[src/sac_consts.svh]
// Purpose: offsets, field positions, reset values and counts of the converter control
// Assumes: byte offsets on a 32-bit AXI4-Lite bus, registers in the low byte
// Notes:   definitions only
`ifndef SAC_CONSTS_SVH
`define SAC_CONSTS_SVH

// register byte offsets
`define SAC_OFF_CHAN_REF    8'h00
`define SAC_OFF_CTRL_A      8'h04
`define SAC_OFF_CTRL_B      8'h08
`define SAC_OFF_RES_LOW     8'h0C
`define SAC_OFF_RES_HIGH    8'h10

// channel_reference_select_reg fields
`define SAC_REF_MSB         7
`define SAC_REF_LSB         6
`define SAC_LADJ_BIT        5
`define SAC_CH_MSB          4
`define SAC_CH_LSB          0

// converter_control_a fields
`define SAC_EN_BIT          7
`define SAC_START_BIT       6
`define SAC_ATE_BIT         5
`define SAC_FLAG_BIT        4
`define SAC_PRESC_MSB       2
`define SAC_PRESC_LSB       0

// converter_control_b fields
`define SAC_TRIG_MSB        2
`define SAC_TRIG_LSB        0
`define SAC_TRIG_FREE       3'h0

// reset values
`define SAC_RST_REG         8'h00
`define SAC_RST_FIRST       1'b1

// widths and counts
`define SAC_CODE_W          10
`define SAC_PCNT_W          7
`define SAC_CNT_W           5
`define SAC_NORMAL_CYCLES   5'd13
`define SAC_FIRST_CYCLES    5'd25
`define SAC_NUM_TRIG        7

// gain codes and bus responses
`define SAC_GAIN_1X         2'h0
`define SAC_GAIN_10X        2'h1
`define SAC_GAIN_200X       2'h2
`define SAC_RESP_OKAY       2'h0
`define SAC_RESP_SLVERR     2'h2
`endif

[src/sac_pkg.sv]
// Purpose: types of the converter control
// Assumes: sac_consts.svh gives the widths
// Notes:   one packed struct holds all state of the control module
`include "sac_consts.svh"
package sac_pkg;
	typedef enum logic [1:0] {ST_IDLE, ST_WAIT, ST_CONV} sac_conv_e;

	typedef struct packed {
		logic                     aw_got;
		logic [7:0]               awaddr;
		logic                     w_got;
		logic [7:0]               wdata;
		logic                     wstrb0;
		logic                     bvalid;
		logic [1:0]               bresp;
		logic                     rvalid;
		logic [7:0]               rdata;
		logic [1:0]               rresp;
		logic [4:0]               chsel;
		logic                     ladj;
		logic [1:0]               refsel;
		logic                     en;
		logic                     ate;
		logic                     flag;
		logic [2:0]               presc;
		logic [2:0]               trigsel;
		logic [4:0]               conv_ch;
		logic [1:0]               conv_ref;
		logic                     gain_byp;
		logic [1:0]               gain;
		logic                     first;
		logic [`SAC_CNT_W-1:0]    cnt;
		logic [`SAC_PCNT_W-1:0]   pcnt;
		logic                     tick;
		logic                     trig_prev;
		logic                     lock;
		logic [`SAC_CODE_W-1:0]   res;
		logic [`SAC_CODE_W-1:0]   code_s1;
		logic [`SAC_CODE_W-1:0]   code_s2;
		sac_conv_e                st;
	} sac_state_s;
endpackage
[src/sac_ctrl.sv]
// Purpose: digital control of a 10-bit successive-approximation converter behind AXI4-Lite
// Assumes: trigger sources run on SYS_CLK; the analog code arrives asynchronously
// Notes:   the comparator and the analog mux sit outside; this block steers them
//
// Local design decisions: the AXI4-Lite register port and the register addresses.
`timescale 1ns/1ps
`include "sac_consts.svh"

// Functional notes
// - result is a 10-bit code, zero at ground, full scale at reference minus one step
// - eight single-ended channels selectable, each against ground
// - sixteen differential combinations; two pairs carry 1x, 10x or 200x gain
// - seven differential channels share one negative terminal, positive freely chosen
// - channel select picks input; ground and bandgap single-ended; single-ended bypasses gain
// - reference select: external pin, supply, 1.1V or 2.56V; internal drives the pin
// - reference and channel act only while enabled; disabled converter draws no power
// - result in high and low bytes, right adjusted unless left-adjust set
// - reading the low byte blocks result updates; locked completions are lost
// - reading the high byte re-enables result updates
// - done flag is set even when the result was discarded by the lock
// - writing start begins one conversion; bit stays set until hardware clears it
// - channel change during a conversion applies only after it completes
// - auto-trigger enable starts conversions from the selected trigger source
// - rising edge of selected trigger resets prescaler and starts a conversion
// - trigger still high at completion, or edges during conversion, start nothing
// - done flag as source runs free, regardless of clearing that flag
// - start bit still works under auto trigger and reads one during any conversion
// - completion writes result, sets done flag and clears start in single mode
// - normal conversion takes 13 converter clocks, first after enable 25
// - prescaler counts while enabled and is held in reset while disabled
// - a start-bit request begins at the next converter clock rising edge
module sac_ctrl (
	// clock and reset
	input  wire logic                     SYS_CLK,
	input  wire logic                     SYS_RST,
	// axi4-lite write address
	input  wire logic                     S_AXI_AWVALID,
	output logic                          S_AXI_AWREADY,
	input  wire logic [7:0]               S_AXI_AWADDR,
	// axi4-lite write data
	input  wire logic                     S_AXI_WVALID,
	output logic                          S_AXI_WREADY,
	input  wire logic [31:0]              S_AXI_WDATA,
	input  wire logic [3:0]               S_AXI_WSTRB,
	// axi4-lite write response
	output logic                          S_AXI_BVALID,
	input  wire logic                     S_AXI_BREADY,
	output logic [1:0]                    S_AXI_BRESP,
	// axi4-lite read address
	input  wire logic                     S_AXI_ARVALID,
	output logic                          S_AXI_ARREADY,
	input  wire logic [7:0]               S_AXI_ARADDR,
	// axi4-lite read data
	output logic                          S_AXI_RVALID,
	input  wire logic                     S_AXI_RREADY,
	output logic [31:0]                   S_AXI_RDATA,
	output logic [1:0]                    S_AXI_RRESP,
	// trigger sources, selector codes 1 to 7
	input  wire logic [`SAC_NUM_TRIG-1:0] TRIG_IN,
	// analog core
	input  wire logic [`SAC_CODE_W-1:0]   ANA_CODE,
	output logic                          ANA_POWER_EN,
	output logic [1:0]                    ANA_REF_SEL,
	output logic                          ANA_REF_TO_PIN,
	output logic [4:0]                    ANA_CHANNEL,
	output logic                          ANA_GAIN_BYPASS,
	output logic [1:0]                    ANA_GAIN_SEL,
	output logic                          ANA_CONV_ACTIVE,
	output logic                          ANA_CONV_TICK,
	output logic                          ANA_FIRST_CONV
);

	sac_pkg::sac_state_s     q;
	sac_pkg::sac_state_s     n;
	logic                    trig_lvl;
	logic                    trig_edge;
	logic                    trig_fire;
	logic                    completing;
	logic                    track;
	logic                    wr_go;
	logic                    clr_flag;
	logic [`SAC_CNT_W-1:0]   len_last;
	logic [7:0]              wd;

	// last count of the prescaler; settings 0 and 1 both divide by two
	function automatic logic [`SAC_PCNT_W-1:0] presc_last(input logic [2:0] sel);
		logic [`SAC_PCNT_W:0] div;
		div = '0;
		if (sel == 3'h0) begin
			div[1] = 1'b1;
		end else begin
			div[sel] = 1'b1;
		end
		presc_last = div[`SAC_PCNT_W-1:0] - 1'b1;
	endfunction

	function automatic logic trig_pick(input logic [2:0] sel, input logic [`SAC_NUM_TRIG-1:0] src);
		trig_pick = 1'b0;
		if (sel != `SAC_TRIG_FREE) begin
			trig_pick = src[sel - 3'h1];
		end
	endfunction

	// returns {bypass, gain}; 0x00-07 single pins, 0x08-0F gained pairs,
	// 0x10-17 against the shared negative, 0x18-1D against the second, 0x1E/0x1F fixed inputs
	function automatic logic [2:0] gain_decode(input logic [4:0] ch);
		gain_decode = {1'b1, `SAC_GAIN_1X};
		if (ch[4:3] == 2'h1) begin
			gain_decode = {1'b0, (ch[1] ? `SAC_GAIN_200X : `SAC_GAIN_10X)};
		end else if (ch[4] && ch < 5'h1E) begin
			gain_decode = {1'b0, `SAC_GAIN_1X};
		end
	endfunction

	always_comb begin
		n = q;
		wd = q.wdata;
		clr_flag = 1'b0;
		n.tick = 1'b0;
		// analog code is asynchronous to SYS_CLK
		n.code_s1 = ANA_CODE;
		n.code_s2 = q.code_s1;

		trig_lvl = trig_pick(q.trigsel, TRIG_IN);
		n.trig_prev = trig_lvl;
		trig_edge = trig_lvl & ~q.trig_prev;
		// edge detection means a level still high at completion starts nothing
		trig_fire = q.en & q.ate & (q.trigsel != `SAC_TRIG_FREE) & trig_edge & (q.st == sac_pkg::ST_IDLE);
		len_last = q.first ? (`SAC_FIRST_CYCLES - 5'd1) : (`SAC_NORMAL_CYCLES - 5'd1);
		completing = (q.st == sac_pkg::ST_CONV) & q.tick & (q.cnt == len_last);

		// converter clock prescaler
		if (!q.en || trig_fire) begin
			n.pcnt = '0;
		end else if (q.pcnt == presc_last(q.presc)) begin
			n.pcnt = '0;
			n.tick = 1'b1;
		end else begin
			n.pcnt = q.pcnt + 1'b1;
		end

		case (q.st)
			sac_pkg::ST_IDLE: begin
				if (trig_fire) begin
					n.st = sac_pkg::ST_CONV;
					n.cnt = '0;
				end
			end
			sac_pkg::ST_WAIT: begin
				if (q.tick) begin
					n.st = sac_pkg::ST_CONV;
					n.cnt = '0;
				end
			end
			sac_pkg::ST_CONV: begin
				if (completing) begin
					if (!q.lock) begin
						n.res = q.code_s2;
					end
					n.first = 1'b0;
					n.cnt = '0;
					if (q.ate && q.trigsel == `SAC_TRIG_FREE) begin
						n.st = sac_pkg::ST_CONV;
					end else begin
						n.st = sac_pkg::ST_IDLE;
					end
				end else if (q.tick) begin
					n.cnt = q.cnt + 1'b1;
				end
			end
			default: begin
				n.st = sac_pkg::ST_IDLE;
			end
		endcase

		// selections follow the register only while enabled and between conversions
		track = q.en & ((q.st != sac_pkg::ST_CONV) | completing);
		if (track) begin
			n.conv_ch = q.chsel;
			n.conv_ref = q.refsel;
			{n.gain_byp, n.gain} = gain_decode(q.chsel);
		end

		// write channels
		wr_go = q.aw_got & q.w_got & ~q.bvalid;
		if (S_AXI_AWVALID && !q.aw_got && !q.bvalid) begin
			n.aw_got = 1'b1;
			n.awaddr = S_AXI_AWADDR;
		end
		if (S_AXI_WVALID && !q.w_got && !q.bvalid) begin
			n.w_got = 1'b1;
			n.wdata = S_AXI_WDATA[7:0];
			n.wstrb0 = S_AXI_WSTRB[0];
		end
		if (q.bvalid && S_AXI_BREADY) begin
			n.bvalid = 1'b0;
		end
		if (wr_go) begin
			n.aw_got = 1'b0;
			n.w_got = 1'b0;
			n.bvalid = 1'b1;
			n.bresp = `SAC_RESP_OKAY;
			case ({q.awaddr[7:2], 2'h0})
				`SAC_OFF_CHAN_REF: begin
					if (q.wstrb0) begin
						n.refsel = wd[`SAC_REF_MSB:`SAC_REF_LSB];
						n.ladj = wd[`SAC_LADJ_BIT];
						n.chsel = wd[`SAC_CH_MSB:`SAC_CH_LSB];
					end
				end
				`SAC_OFF_CTRL_A: begin
					if (q.wstrb0) begin
						n.en = wd[`SAC_EN_BIT];
						n.ate = wd[`SAC_ATE_BIT];
						n.presc = wd[`SAC_PRESC_MSB:`SAC_PRESC_LSB];
						clr_flag = wd[`SAC_FLAG_BIT];
						// a start written while busy is already satisfied
						if (wd[`SAC_START_BIT] && wd[`SAC_EN_BIT] && n.st == sac_pkg::ST_IDLE) begin
							n.st = sac_pkg::ST_WAIT;
						end
					end
				end
				`SAC_OFF_CTRL_B: begin
					if (q.wstrb0) begin
						n.trigsel = wd[`SAC_TRIG_MSB:`SAC_TRIG_LSB];
					end
				end
				`SAC_OFF_RES_LOW, `SAC_OFF_RES_HIGH: begin
				end
				default: begin
					n.bresp = `SAC_RESP_SLVERR;
				end
			endcase
		end

		// read channels; data register is loaded at the address handshake
		if (S_AXI_ARVALID && !q.rvalid) begin
			n.rvalid = 1'b1;
			n.rresp = `SAC_RESP_OKAY;
			n.rdata = `SAC_RST_REG;
			case ({S_AXI_ARADDR[7:2], 2'h0})
				`SAC_OFF_CHAN_REF: begin
					n.rdata = {q.refsel, q.ladj, q.chsel};
				end
				`SAC_OFF_CTRL_A: begin
					n.rdata = {q.en, (q.st != sac_pkg::ST_IDLE), q.ate, q.flag, 1'b0, q.presc};
				end
				`SAC_OFF_CTRL_B: begin
					n.rdata = {5'h00, q.trigsel};
				end
				`SAC_OFF_RES_LOW: begin
					n.rdata = q.ladj ? {q.res[1:0], 6'h00} : q.res[7:0];
					n.lock = 1'b1;
				end
				`SAC_OFF_RES_HIGH: begin
					n.rdata = q.ladj ? q.res[9:2] : {6'h00, q.res[9:8]};
					n.lock = 1'b0;
				end
				default: begin
					n.rresp = `SAC_RESP_SLVERR;
				end
			endcase
		end else if (q.rvalid && S_AXI_RREADY) begin
			n.rvalid = 1'b0;
		end

		// set wins over a clear in the same cycle
		if (clr_flag) begin
			n.flag = 1'b0;
		end
		if (completing) begin
			n.flag = 1'b1;
		end

		// disabling aborts any conversion and re-arms the long first one
		if (!n.en) begin
			n.st = sac_pkg::ST_IDLE;
			n.first = `SAC_RST_FIRST;
			n.cnt = '0;
			// the prescaler looked at the old enable, so drop a tick landing on the disabling edge
			n.pcnt = '0;
			n.tick = 1'b0;
		end
	end

	always_ff @(posedge SYS_CLK) begin
		if (SYS_RST) begin
			q <= '0;
			q.first <= `SAC_RST_FIRST;
			q.st <= sac_pkg::ST_IDLE;
		end else begin
			q <= n;
		end
	end

	assign S_AXI_AWREADY = ~q.aw_got & ~q.bvalid;
	assign S_AXI_WREADY = ~q.w_got & ~q.bvalid;
	assign S_AXI_BVALID = q.bvalid;
	assign S_AXI_BRESP = q.bresp;
	assign S_AXI_ARREADY = ~q.rvalid;
	assign S_AXI_RVALID = q.rvalid;
	assign S_AXI_RDATA = {24'h000000, q.rdata};
	assign S_AXI_RRESP = q.rresp;

	// no bias current while disabled
	assign ANA_POWER_EN = q.en;
	assign ANA_REF_SEL = q.conv_ref;
	assign ANA_REF_TO_PIN = q.en & q.conv_ref[1];
	assign ANA_CHANNEL = q.conv_ch;
	assign ANA_GAIN_BYPASS = q.gain_byp;
	assign ANA_GAIN_SEL = q.gain;
	assign ANA_CONV_ACTIVE = (q.st == sac_pkg::ST_CONV);
	assign ANA_CONV_TICK = q.tick;
	assign ANA_FIRST_CONV = q.first;

endmodule

[config.mk]
export PLATFORM = sky130hd
export DESIGN_NAME = sac_ctrl
export DESIGN_NICKNAME = d
export VERILOG_FILES = /design/src/sac_pkg.sv /design/src/sac_ctrl.sv
export VERILOG_INCLUDE_DIRS = /design/src
export SDC_FILE = /design/constraint.sdc
export NUM_CORES = 1
export LEC_CHECK = 0
export BUFFER_PORTS_ARGS = -buffer_cell sky130_fd_sc_hd__buf_2
export CAP_MARGIN = 10
export CORE_UTILIZATION = 56
export CTS_CLUSTER_SIZE = 28
export DETAILED_ROUTE_END_ITERATION = 8
export PLACE_DENSITY = 0.85
export SLEW_MARGIN = 20
export SYNTH_ARGS = -nofsm -noshare
export SYNTH_HDL_FRONTEND = slang
export SYNTH_SLANG_ARGS = --single-unit
export TNS_END_PERCENT = 100
[constraint.sdc]
create_clock -name SYS_CLK -period 6 [get_ports SYS_CLK]
set_input_delay 0.9 -clock SYS_CLK [delete_from_list [all_inputs] [get_ports SYS_CLK]]
set_output_delay 0.9 -clock SYS_CLK [all_outputs]
set_load 0.005 [all_outputs]
==> results.sh, run 1 <==
export IMPL_layout_commonest_cell="dfxtp_1"
export IMPL_leakage_nw=2.22
export IMPL_clockBufferDepth=2
export IMPL_crit_fanout=9
export IMPL_synth_top_area_cell="dfxtp_1"
export IMPL_worst_pin_slew_ns=0.825
export IMPL_netlist_area_sq_um=4740
export IMPL_avgSynthCellArea_sq_um=9.02
export IMPL_antenna_found_initial=1
export IMPL_grt_overflow_total=0
export IMPL_ir_drop_mv=0.156
export IMPL_track_usage_pct=22.1
export IMPL_cts_tree="built"
export IMPL_register_area_sq_um=2080
export IMPL_most_common_layout_cells="dfxtp_1 (104), buf_2 (74), nor2_1 (69)"
export IMPL_setup_violations=0
export IMPL_tns_ns=0
export IMPL_worstHoldPathType="reg2reg"
export IMPL_syn_inst=525
export IMPL_synthFlopType="dfxtp_1"
export IMPL_slew_violations=0
export IMPL_maxCapViolCount=0
export IMPL_cts_resized=0
export IMPL_wl_mm=9.25
export IMPL_fillCellCount=709
export IMPL_rsz0062_at_grt="no"
export IMPL_cp_start_kind="register"
export IMPL_gp_congestion=0.917
export IMPL_arrival_ns=2.78
export IMPL_skew_ns=0.00863
export IMPL_drive_gt1_share_pct=18.6
export IMPL_yosysSeqAreaShare_pct=44.0
export IMPL_async_flop_share_pct=0
export IMPL_die_area_sq_um=8830
export IMPL_fin_crit_sh_pct=42.6
export IMPL_cts_buffers=9
export IMPL_cts_setup_buffers=0
export IMPL_root_buffer="clkbuf_8"
export IMPL_place_area_sq_um=4930
export IMPL_clock_latency_ns=0.36
export IMPL_path_clk_slew_ns=0.09
export IMPL_relSlewSlack_pct=45.0
export IMPL_die_h_um=94.0
export IMPL_grt_pass1_vias=3373
export IMPL_grt_max_degree=85
export IMPL_critical_path_class="reg2reg"
export IMPL_yosysUniqueCellTypes=56
export IMPL_power_density_nw_per_um2=233
export IMPL_nets=654
export IMPL_synth_edf_count=0
export IMPL_finalHoldViolations=0
export IMPL_netlist_area_leader_share_pct=44.0
export IMPL_htreeDepth=3
export IMPL_core_area_sq_um=8220
export IMPL_critical_path_required_ns=6.22
export IMPL_io_pin_count=132
export IMPL_start_util_pct=57.6
export IMPL_end_kind="register"
export IMPL_via_per_inst=5.35
export IMPL_die_w_um=94.0
export IMPL_fin_area_sq_um=5100
export IMPL_vias=3642
export IMPL_p_total_mw=1.19
export IMPL_fmax_mhz=391
export IMPL_grt_pass1_wl_mm=15.1
export IMPL_areaGrowthSynthToFinish_pct=7.74
export IMPL_outcome="finished clean"
export IMPL_yosys_register_bits=104
export IMPL_drtAntennaViolNets=0
export IMPL_placementRows=33
export IMPL_routedWlPerCell_um=13.6
export IMPL_cts_sinks=104
export IMPL_multi_input_area_sq_um=2280
export IMPL_min_period_ns=2.56
export IMPL_drt_iter0_drc=160
export IMPL_yosysWarnings=0
export IMPL_firstDrtPassIters=5
export IMPL_port_buffers=74
export IMPL_drc=0
export IMPL_detailed_place_hpwl_mm=6.69
export IMPL_ctsHoldBuffers=0
export IMPL_synthTopCellsByArea="dfxtp_1 (44%), mux2i_1 (7.8%), buf_4 (7.1%)"
## area by class of cell
type	instances	area share (%)
antenna	1	0.0490
tap	105	2.57
clock buffer	11	2.77
clock inverter	4	0.564
inverter	13	0.956
multi-input combinational	367	44.7
timing repair buffer	76	7.55
sequential	104	40.8
## state kept, by name, indices dropped and copies added, names as in the netlist
name,cells
wd,8
S_AXI_BRESP,1
ANA_FIRST_CONV,1
ANA_GAIN_BYPASS,1
S_AXI_RDATA,8
ANA_CHANNEL,5
ANA_CONV_TICK,1
n,10
q,61
ANA_REF_SEL,2
S_AXI_RRESP,1
S_AXI_BVALID,1
ANA_POWER_EN,1
S_AXI_RVALID,1
ANA_GAIN_SEL,2
## cells in the mapped netlist, drive strengths merged, types with 2 or more instances
cell type	n
a211oi	5
a221oi	6
a32oi	3
dfxtp	104
mux2	4
a21oi	38
and2	4
a21o	2
nor3	7
nor2	70
inv	13
or2	2
or4	3
a22oi	2
o22ai	2
ha	7
nand2b	5
nor2b	33
mux4	2
nand2	29
buf	48
nor3b	2
nand4	5
clkbuf	18
xnor2	7
o21ai	27
and3	3
a31oi	2
xor2	3
nand3	7
nand3b	9
mux2i	37
## cell families after synthesis
| logic type | Yosys count | share of synthesized area (%) |
|---|---|---|
| AOI/OAI and AO/OA | 93 | 11.8 |
| xor gates and xnor gates | 10 | 1.85 |
| adders and majority gates | 7 | 1.85 |
| buffers and inverters | 79 | 9.88 |
| DFF | 104 | 44.0 |
| muxes | 43 | 9.80 |
| other | 1 | 0.0792 |
| and+or+nand+nor | 188 | 20.8 |
## per-layer routing
metal | up-vias | wire [um] | track usage [%]
li1 | 1825 | - | -
met1 | 1688 | 4140 | 25.7
met2 | 116 | 4460 | 38.9
met3 | 13 | 496 | 3.88
met4 | 0 | 150 | 11.2
met5 | - | 0 | 0
## metrics by stage
step           hold slack [ns]  std cells  setup WS [ns]  utilization (%)
6_report                 0.438        681           3.44             62.1
3_3_place_gp             0.420        665           3.36             60.0
3_5_place_dp             0.420        665           3.31             60.0
4_1_cts                  0.435        680           3.49             62.0
5_1_grt                  0.436        680           3.24             62.1
2_1_floorplan            0.414        550           3.61                -
## power by group
part,total [mW],switching [mW],leakage (nW),internal [mW]
Clock,0.388,0.227,0.0818,0.161
Combinational,0.0805,0.0436,1.29,0.0370
Sequential,0.721,0.0118,0.847,0.709
## final timing paths
kind	start	endpoint	slack [ns]	cells past startpoint
hold reg to reg	q[8]	q[28]	0.44	2
setup reg to reg	q[63]	q[40]	3.44	10
hold / removal	q[8]	q[28]	0.44	2
setup / recovery	q[63]	q[40]	3.44	10
## worst max-delay path, cell delays in order (launching register included)
cell       delay, ns
dfxtp_1         0.40
inv_1           0.14
nand2_1         0.07
or2_2           0.30
ha_1            0.20
xnor2_1         0.25
xnor2_1         0.11
o2bb2ai_1       0.16
nand4_1         0.10
a21oi_1         0.55
nor2_1          0.13
No activity file was read; power rests on OpenSTA's default activity.
==> run 2, diff against run 1 <==
Settings changed: CORE_UTILIZATION 56 to 47, PLACE_DENSITY 0.85 to 0.76.
Clock period 6 ns to 2.1 ns, I/O delays scaled along.
==> results.sh, run 2 (synthesized netlist as in run 1, its figures left out) <==
export IMPL_outcome="finished clean"
export IMPL_min_period_ns=2.01
export IMPL_largest_register="q"
export IMPL_ctsHoldBuffers=0
export IMPL_port_buffers=74
export IMPL_firstDrtPassIters=5
export IMPL_clockBufferDepth=2
export IMPL_dp_slack_ns=-0.0213
export IMPL_fin_area_sq_um=5440
export IMPL_detailed_place_hpwl_mm=7.28
export IMPL_path_delay_family="simple AND/OR/NAND/NOR gates"
export IMPL_drtAntennaViolNets=0
export IMPL_cts_sinks=104
export IMPL_finalHoldViolations=0
export IMPL_leakage_nw=2.40
export IMPL_slowest_delay_ns=0.36
export IMPL_root_buffer="clkbuf_8"
export IMPL_die_area_sq_um=10500
export IMPL_worst_slack_ns=0.0921
export IMPL_worst_pin_slew_ns=0.823
export IMPL_slew_violations=0
export IMPL_die_h_um=102
export IMPL_dp_cells=722
export IMPL_crit_fanout=4
export IMPL_start_util_pct=48.5
export IMPL_power_density_nw_per_um2=667
export IMPL_largest_reg_flops=61
export IMPL_via_per_inst=5.10
export IMPL_grt_overflow_total=0
export IMPL_nets=684
export IMPL_placementRows=36
export IMPL_io_pin_count=132
export IMPL_critical_path_required_ns=2.40
export IMPL_grt_max_degree=84
export IMPL_routedWlPerCell_um=13.5
export IMPL_final_cells=740
export IMPL_antenna_found_initial=2
export IMPL_cts_buffers=9
export IMPL_core_area_sq_um=9770
export IMPL_track_usage_pct=20.1
export IMPL_layout_commonest_cell="dfxtp_1"
export IMPL_fmax_mhz=498
export IMPL_wl_mm=10.0
export IMPL_hold_ws_ns=0.127
export IMPL_clock_latency_ns=0.36
export IMPL_drc=0
export IMPL_cts_tree="built"
export IMPL_vias=3777
export IMPL_worst_path_buf_inv=2
export IMPL_path_clk_slew_ns=0.10
export IMPL_fin_crit_sh_pct=95.6
export IMPL_gp_congestion=0.886
export IMPL_cp_start_kind="register"
export IMPL_ir_drop_mv=0.479
export IMPL_die_w_um=102
export IMPL_maxCapViolCount=0
export IMPL_cp_cell_sequence="inv_1 -> nand2_1 -> or2_2 -> ha_2 -> xnor2_2 -> xnor2_1 -> o2bb2ai_1 -> nand4_1 -> a21oi_2 -> buf_4 -> and2_1"
export IMPL_grt_pass1_vias=3516
export IMPL_htreeDepth=3
export IMPL_arrival_ns=2.31
export IMPL_critical_path_class="reg2reg"
export IMPL_end_kind="register"
export IMPL_drt_iter0_drc=214
export IMPL_areaGrowthSynthToFinish_pct=14.8
export IMPL_grt_pass1_wl_mm=16.4
export IMPL_worstHoldPathType="in2reg"
export IMPL_final_util_pct=55.6
export IMPL_skew_ns=0.00921
export IMPL_cp_slowest_cell="dfxtp_1"
export IMPL_place_area_sq_um=5180
export IMPL_most_common_layout_cells="dfxtp_1 (103), buf_2 (74), nor2_1 (69)"
export IMPL_relSlewSlack_pct=45.1
export IMPL_setup_violations=0
export IMPL_drive_gt1_share_pct=23.9
## run 2: area by class of cell
type                            instances  area, sq um
Clock inverter                          5         62.6
Sequential cell                       104         2080
Antenna cell                            1         2.50
Fill cell                             895         4340
Timing Repair Buffer                  106          614
Inverter                               13         48.8
Tap cell                              133          166
Clock buffer                           11          151
Multi-Input combinational cell        367         2310
## run 2: routing by layer
metal,track usage (%),vias to the layer above,wire length (um)
met5,0,-,13
met4,6.81,2,150
met3,5.20,17,597
met2,34.3,121,4790
met1,24.5,1760,4460
li1,-,1877,-
## run 2: final timing paths
| kind | slack (ns) | cells past startpoint | endpoint | startpoint |
|---|---|---|---|---|
| hold / removal | 0.13 | 2 | S_AXI_RVALID | S_AXI_RREADY |
| hold reg to reg | 0.44 | 2 | q[26] | q[6] |
| setup reg to reg | 0.09 | 11 | ANA_CONV_TICK | q[63] |
| setup / recovery | 0.09 | 11 | ANA_CONV_TICK | q[63] |
## run 2: timing repair
| item | in CTS | in global routing |
|---|---|---|
| gates resized for setup | 3 | 6 |
| pin swaps | 1 | 2 |
| setup endpoints to repair | 2 | 12 |
| setup buffers | 0 | 1 |
## run 2: metrics by stage
stage	power (mW)	TNS, ns
2_1_floorplan	2.29	0
3_3_place_gp	2.34	0
3_5_place_dp	2.35	-0.0213
4_1_cts	3.64	0
5_1_grt	3.76	-0.00228
6_report	3.63	0
## run 2: where the power goes
group / switching, mW / leakage [nW] / total, mW / internal [mW]
clock: 0.698 / 0.108 / 1.33 / 0.628
combinational: 0.127 / 1.44 / 0.240 / 0.114
sequential: 0.0343 / 0.847 / 2.06 / 2.03
total: 0.859 / 2.40 / 3.63 / 2.77
==> run 3, diff against run 2 <==
Settings changed: RECOVER_POWER set to 100.
==> results.sh, run 3 (synthesized netlist as in run 1, its figures left out) <==
export IMPL_outcome="finished, violations left"
export IMPL_violations="capacitance limit, slew limit"
export IMPL_dp_slack_ns=-0.0213
export IMPL_fin_crit_sh_pct=95.8
export IMPL_antenna_diode_count=0
export IMPL_io_pin_count=132
export IMPL_nets=684
export IMPL_port_buffers=74
export IMPL_relSlewSlack_pct=-6.60
export IMPL_firstDrtPassIters=4
export IMPL_detailed_place_hpwl_mm=7.28
export IMPL_maxCapViolCount=1
export IMPL_gp_congestion=0.886
export IMPL_ff2ff_setup_slack_ns=0.09
export IMPL_ir_drop_mv=0.479
export IMPL_slew_violations=84
export IMPL_r2r_end="ANA_CONV_TICK"
export IMPL_arrival_ns=2.32
export IMPL_wl_mm=10.0
export IMPL_leakage_nw=2.30
export IMPL_antenna_found_initial=1
export IMPL_critical_path_required_ns=2.41
export IMPL_r2r_start="q[63]"
export IMPL_start_util_pct=48.5
export IMPL_clock_latency_ns=0.36
export IMPL_cts_buffers=9
export IMPL_path_delay_family="simple AND/OR/NAND/NOR gates"
export IMPL_worstRegToRegCells=11
export IMPL_drtAntennaViolNets=0
export IMPL_drc=0
export IMPL_clockBufferDepth=2
export IMPL_final_cells=739
export IMPL_cp_cell_sequence="inv_1 -> nand2_1 -> or2_2 -> ha_2 -> xnor2_2 -> xnor2_1 -> o2bb2ai_1 -> nand4_1 -> a21oi_2 -> buf_4 -> and2_1"
export IMPL_grt_pass1_vias=3516
export IMPL_fmax_mhz=497
export IMPL_drt_iter0_drc=220
export IMPL_setup_violations=0
export IMPL_most_common_layout_cells="dfxtp_1 (103), nor2_1 (69), buf_2 (50)"
export IMPL_place_area_sq_um=5180
export IMPL_tns_ns=0
export IMPL_hold_depth=2
export IMPL_finalHoldViolations=0
export IMPL_largest_register="q"
export IMPL_cts_sinks=104
export IMPL_die_h_um=102
export IMPL_grt_pass1_wl_mm=16.4
export IMPL_largest_reg_flops=61
export IMPL_track_usage_pct=20.1
export IMPL_via_per_inst=5.09
export IMPL_die_area_sq_um=10500
export IMPL_crit_start="q[63]"
export IMPL_worst_path_buf_inv=2
export IMPL_worst_slack_ns=0.0884
export IMPL_placementRows=36
export IMPL_cp_start_kind="register"
export IMPL_cts_tree="built"
export IMPL_grt_max_degree=84
export IMPL_fillCellCount=916
export IMPL_slowest_delay_ns=0.36
export IMPL_grt_overflow_total=0
export IMPL_power_density_nw_per_um2=673
export IMPL_areaGrowthSynthToFinish_pct=13.7
export IMPL_root_buffer="clkbuf_8"
export IMPL_final_util_pct=55.1
export IMPL_core_area_sq_um=9770
export IMPL_die_w_um=102
export IMPL_hold_end="S_AXI_RVALID"
export IMPL_hold_ws_ns=0.125
export IMPL_worstHoldPathType="in2reg"
export IMPL_min_period_ns=2.01
export IMPL_fin_area_sq_um=5390
export IMPL_worstHoldStart="S_AXI_RREADY"
export IMPL_layout_commonest_cell="dfxtp_1"
export IMPL_end_kind="register"
export IMPL_routedWlPerCell_um=13.6
export IMPL_vias=3765
export IMPL_cp_slowest_cell="dfxtp_1"
export IMPL_dp_cells=722
export IMPL_htreeDepth=3
export IMPL_crit_fanout=4
export IMPL_critical_path_class="reg2reg"
export IMPL_skew_ns=0.00747
export IMPL_path_clk_slew_ns=0.10
export IMPL_ctsHoldBuffers=0
export IMPL_drive_gt1_share_pct=19.3
export IMPL_p_total_mw=3.62
export IMPL_worst_pin_slew_ns=1.60
run 3: cell count changes in the layout (fill, tap and decap cells not counted):
| cell | delta |
|---|---|
| clkbuf_1 | +27 |
| buf_2 | -24 |
| buf_4 | -7 |
| clkbuf_2 | +4 |
| and2_0 | +2 |
| and2_1 | -2 |
| and4bb_1 | +1 |
| and4bb_2 | -1 |
| diode_2 | -1 |
run 3: final cells by class:
type / count / area (sq um) / share of cell area, %
repair buffers: 106 / 563 / 10.5
multi-input cells: 367 / 2310 / 42.9
inverters: 13 / 48.8 / 0.906
flip-flops and latches: 104 / 2080 / 38.7
clock inverters: 5 / 62.6 / 1.16
clock buffers: 11 / 151 / 2.81
well taps: 133 / 166 / 3.09
run 3: where the power goes:
part | internal (mW) | leakage, nW | switching [mW]
Clock | 0.627 | 0.108 | 0.699
Combinational | 0.110 | 1.34 | 0.127
Sequential | 2.03 | 0.847 | 0.0348
run 3: how the worst max path moves through the flow:
stage / endpoint / slack, ns / depth (start not counted)
floorplan: ANA_CONV_TICK / 0.0005 / 11
CTS: q[39] / 0.02 / 11
global placement: q[44] / 0.03 / 8
finish: ANA_CONV_TICK / 0.09 / 11
global route: ANA_CONV_TICK / -0.002 / 11
detailed placement: q[44] / -0.02 / 8
run 3: timing repair:
| item | 4_1_cts | 5_1_grt |
|---|---|---|
| endpoints found under the setup margin | 2 | 12 |
| gates resized for setup | 3 | 6 |
| pin swaps | 1 | 2 |
| buffers inserted | 0 | 1 |
run 3: layer usage:
layer	track usage [%]	wire [um]
met1	24.5	4510
met2	34.3	4870
met3	5.20	510
met4	6.81	150
met5	0	13
run 3: worst register-to-register path, stage by stage, from the launching register on:
cell and delay (ns):
dfxtp_1 0.36, inv_1 0.08, nand2_1 0.06, or2_2 0.30, ha_2 0.19, xnor2_2 0.14
xnor2_1 0.13, o2bb2ai_1 0.15, nand4_1 0.12, a21oi_2 0.18, buf_4 0.13, and2_1 0.12
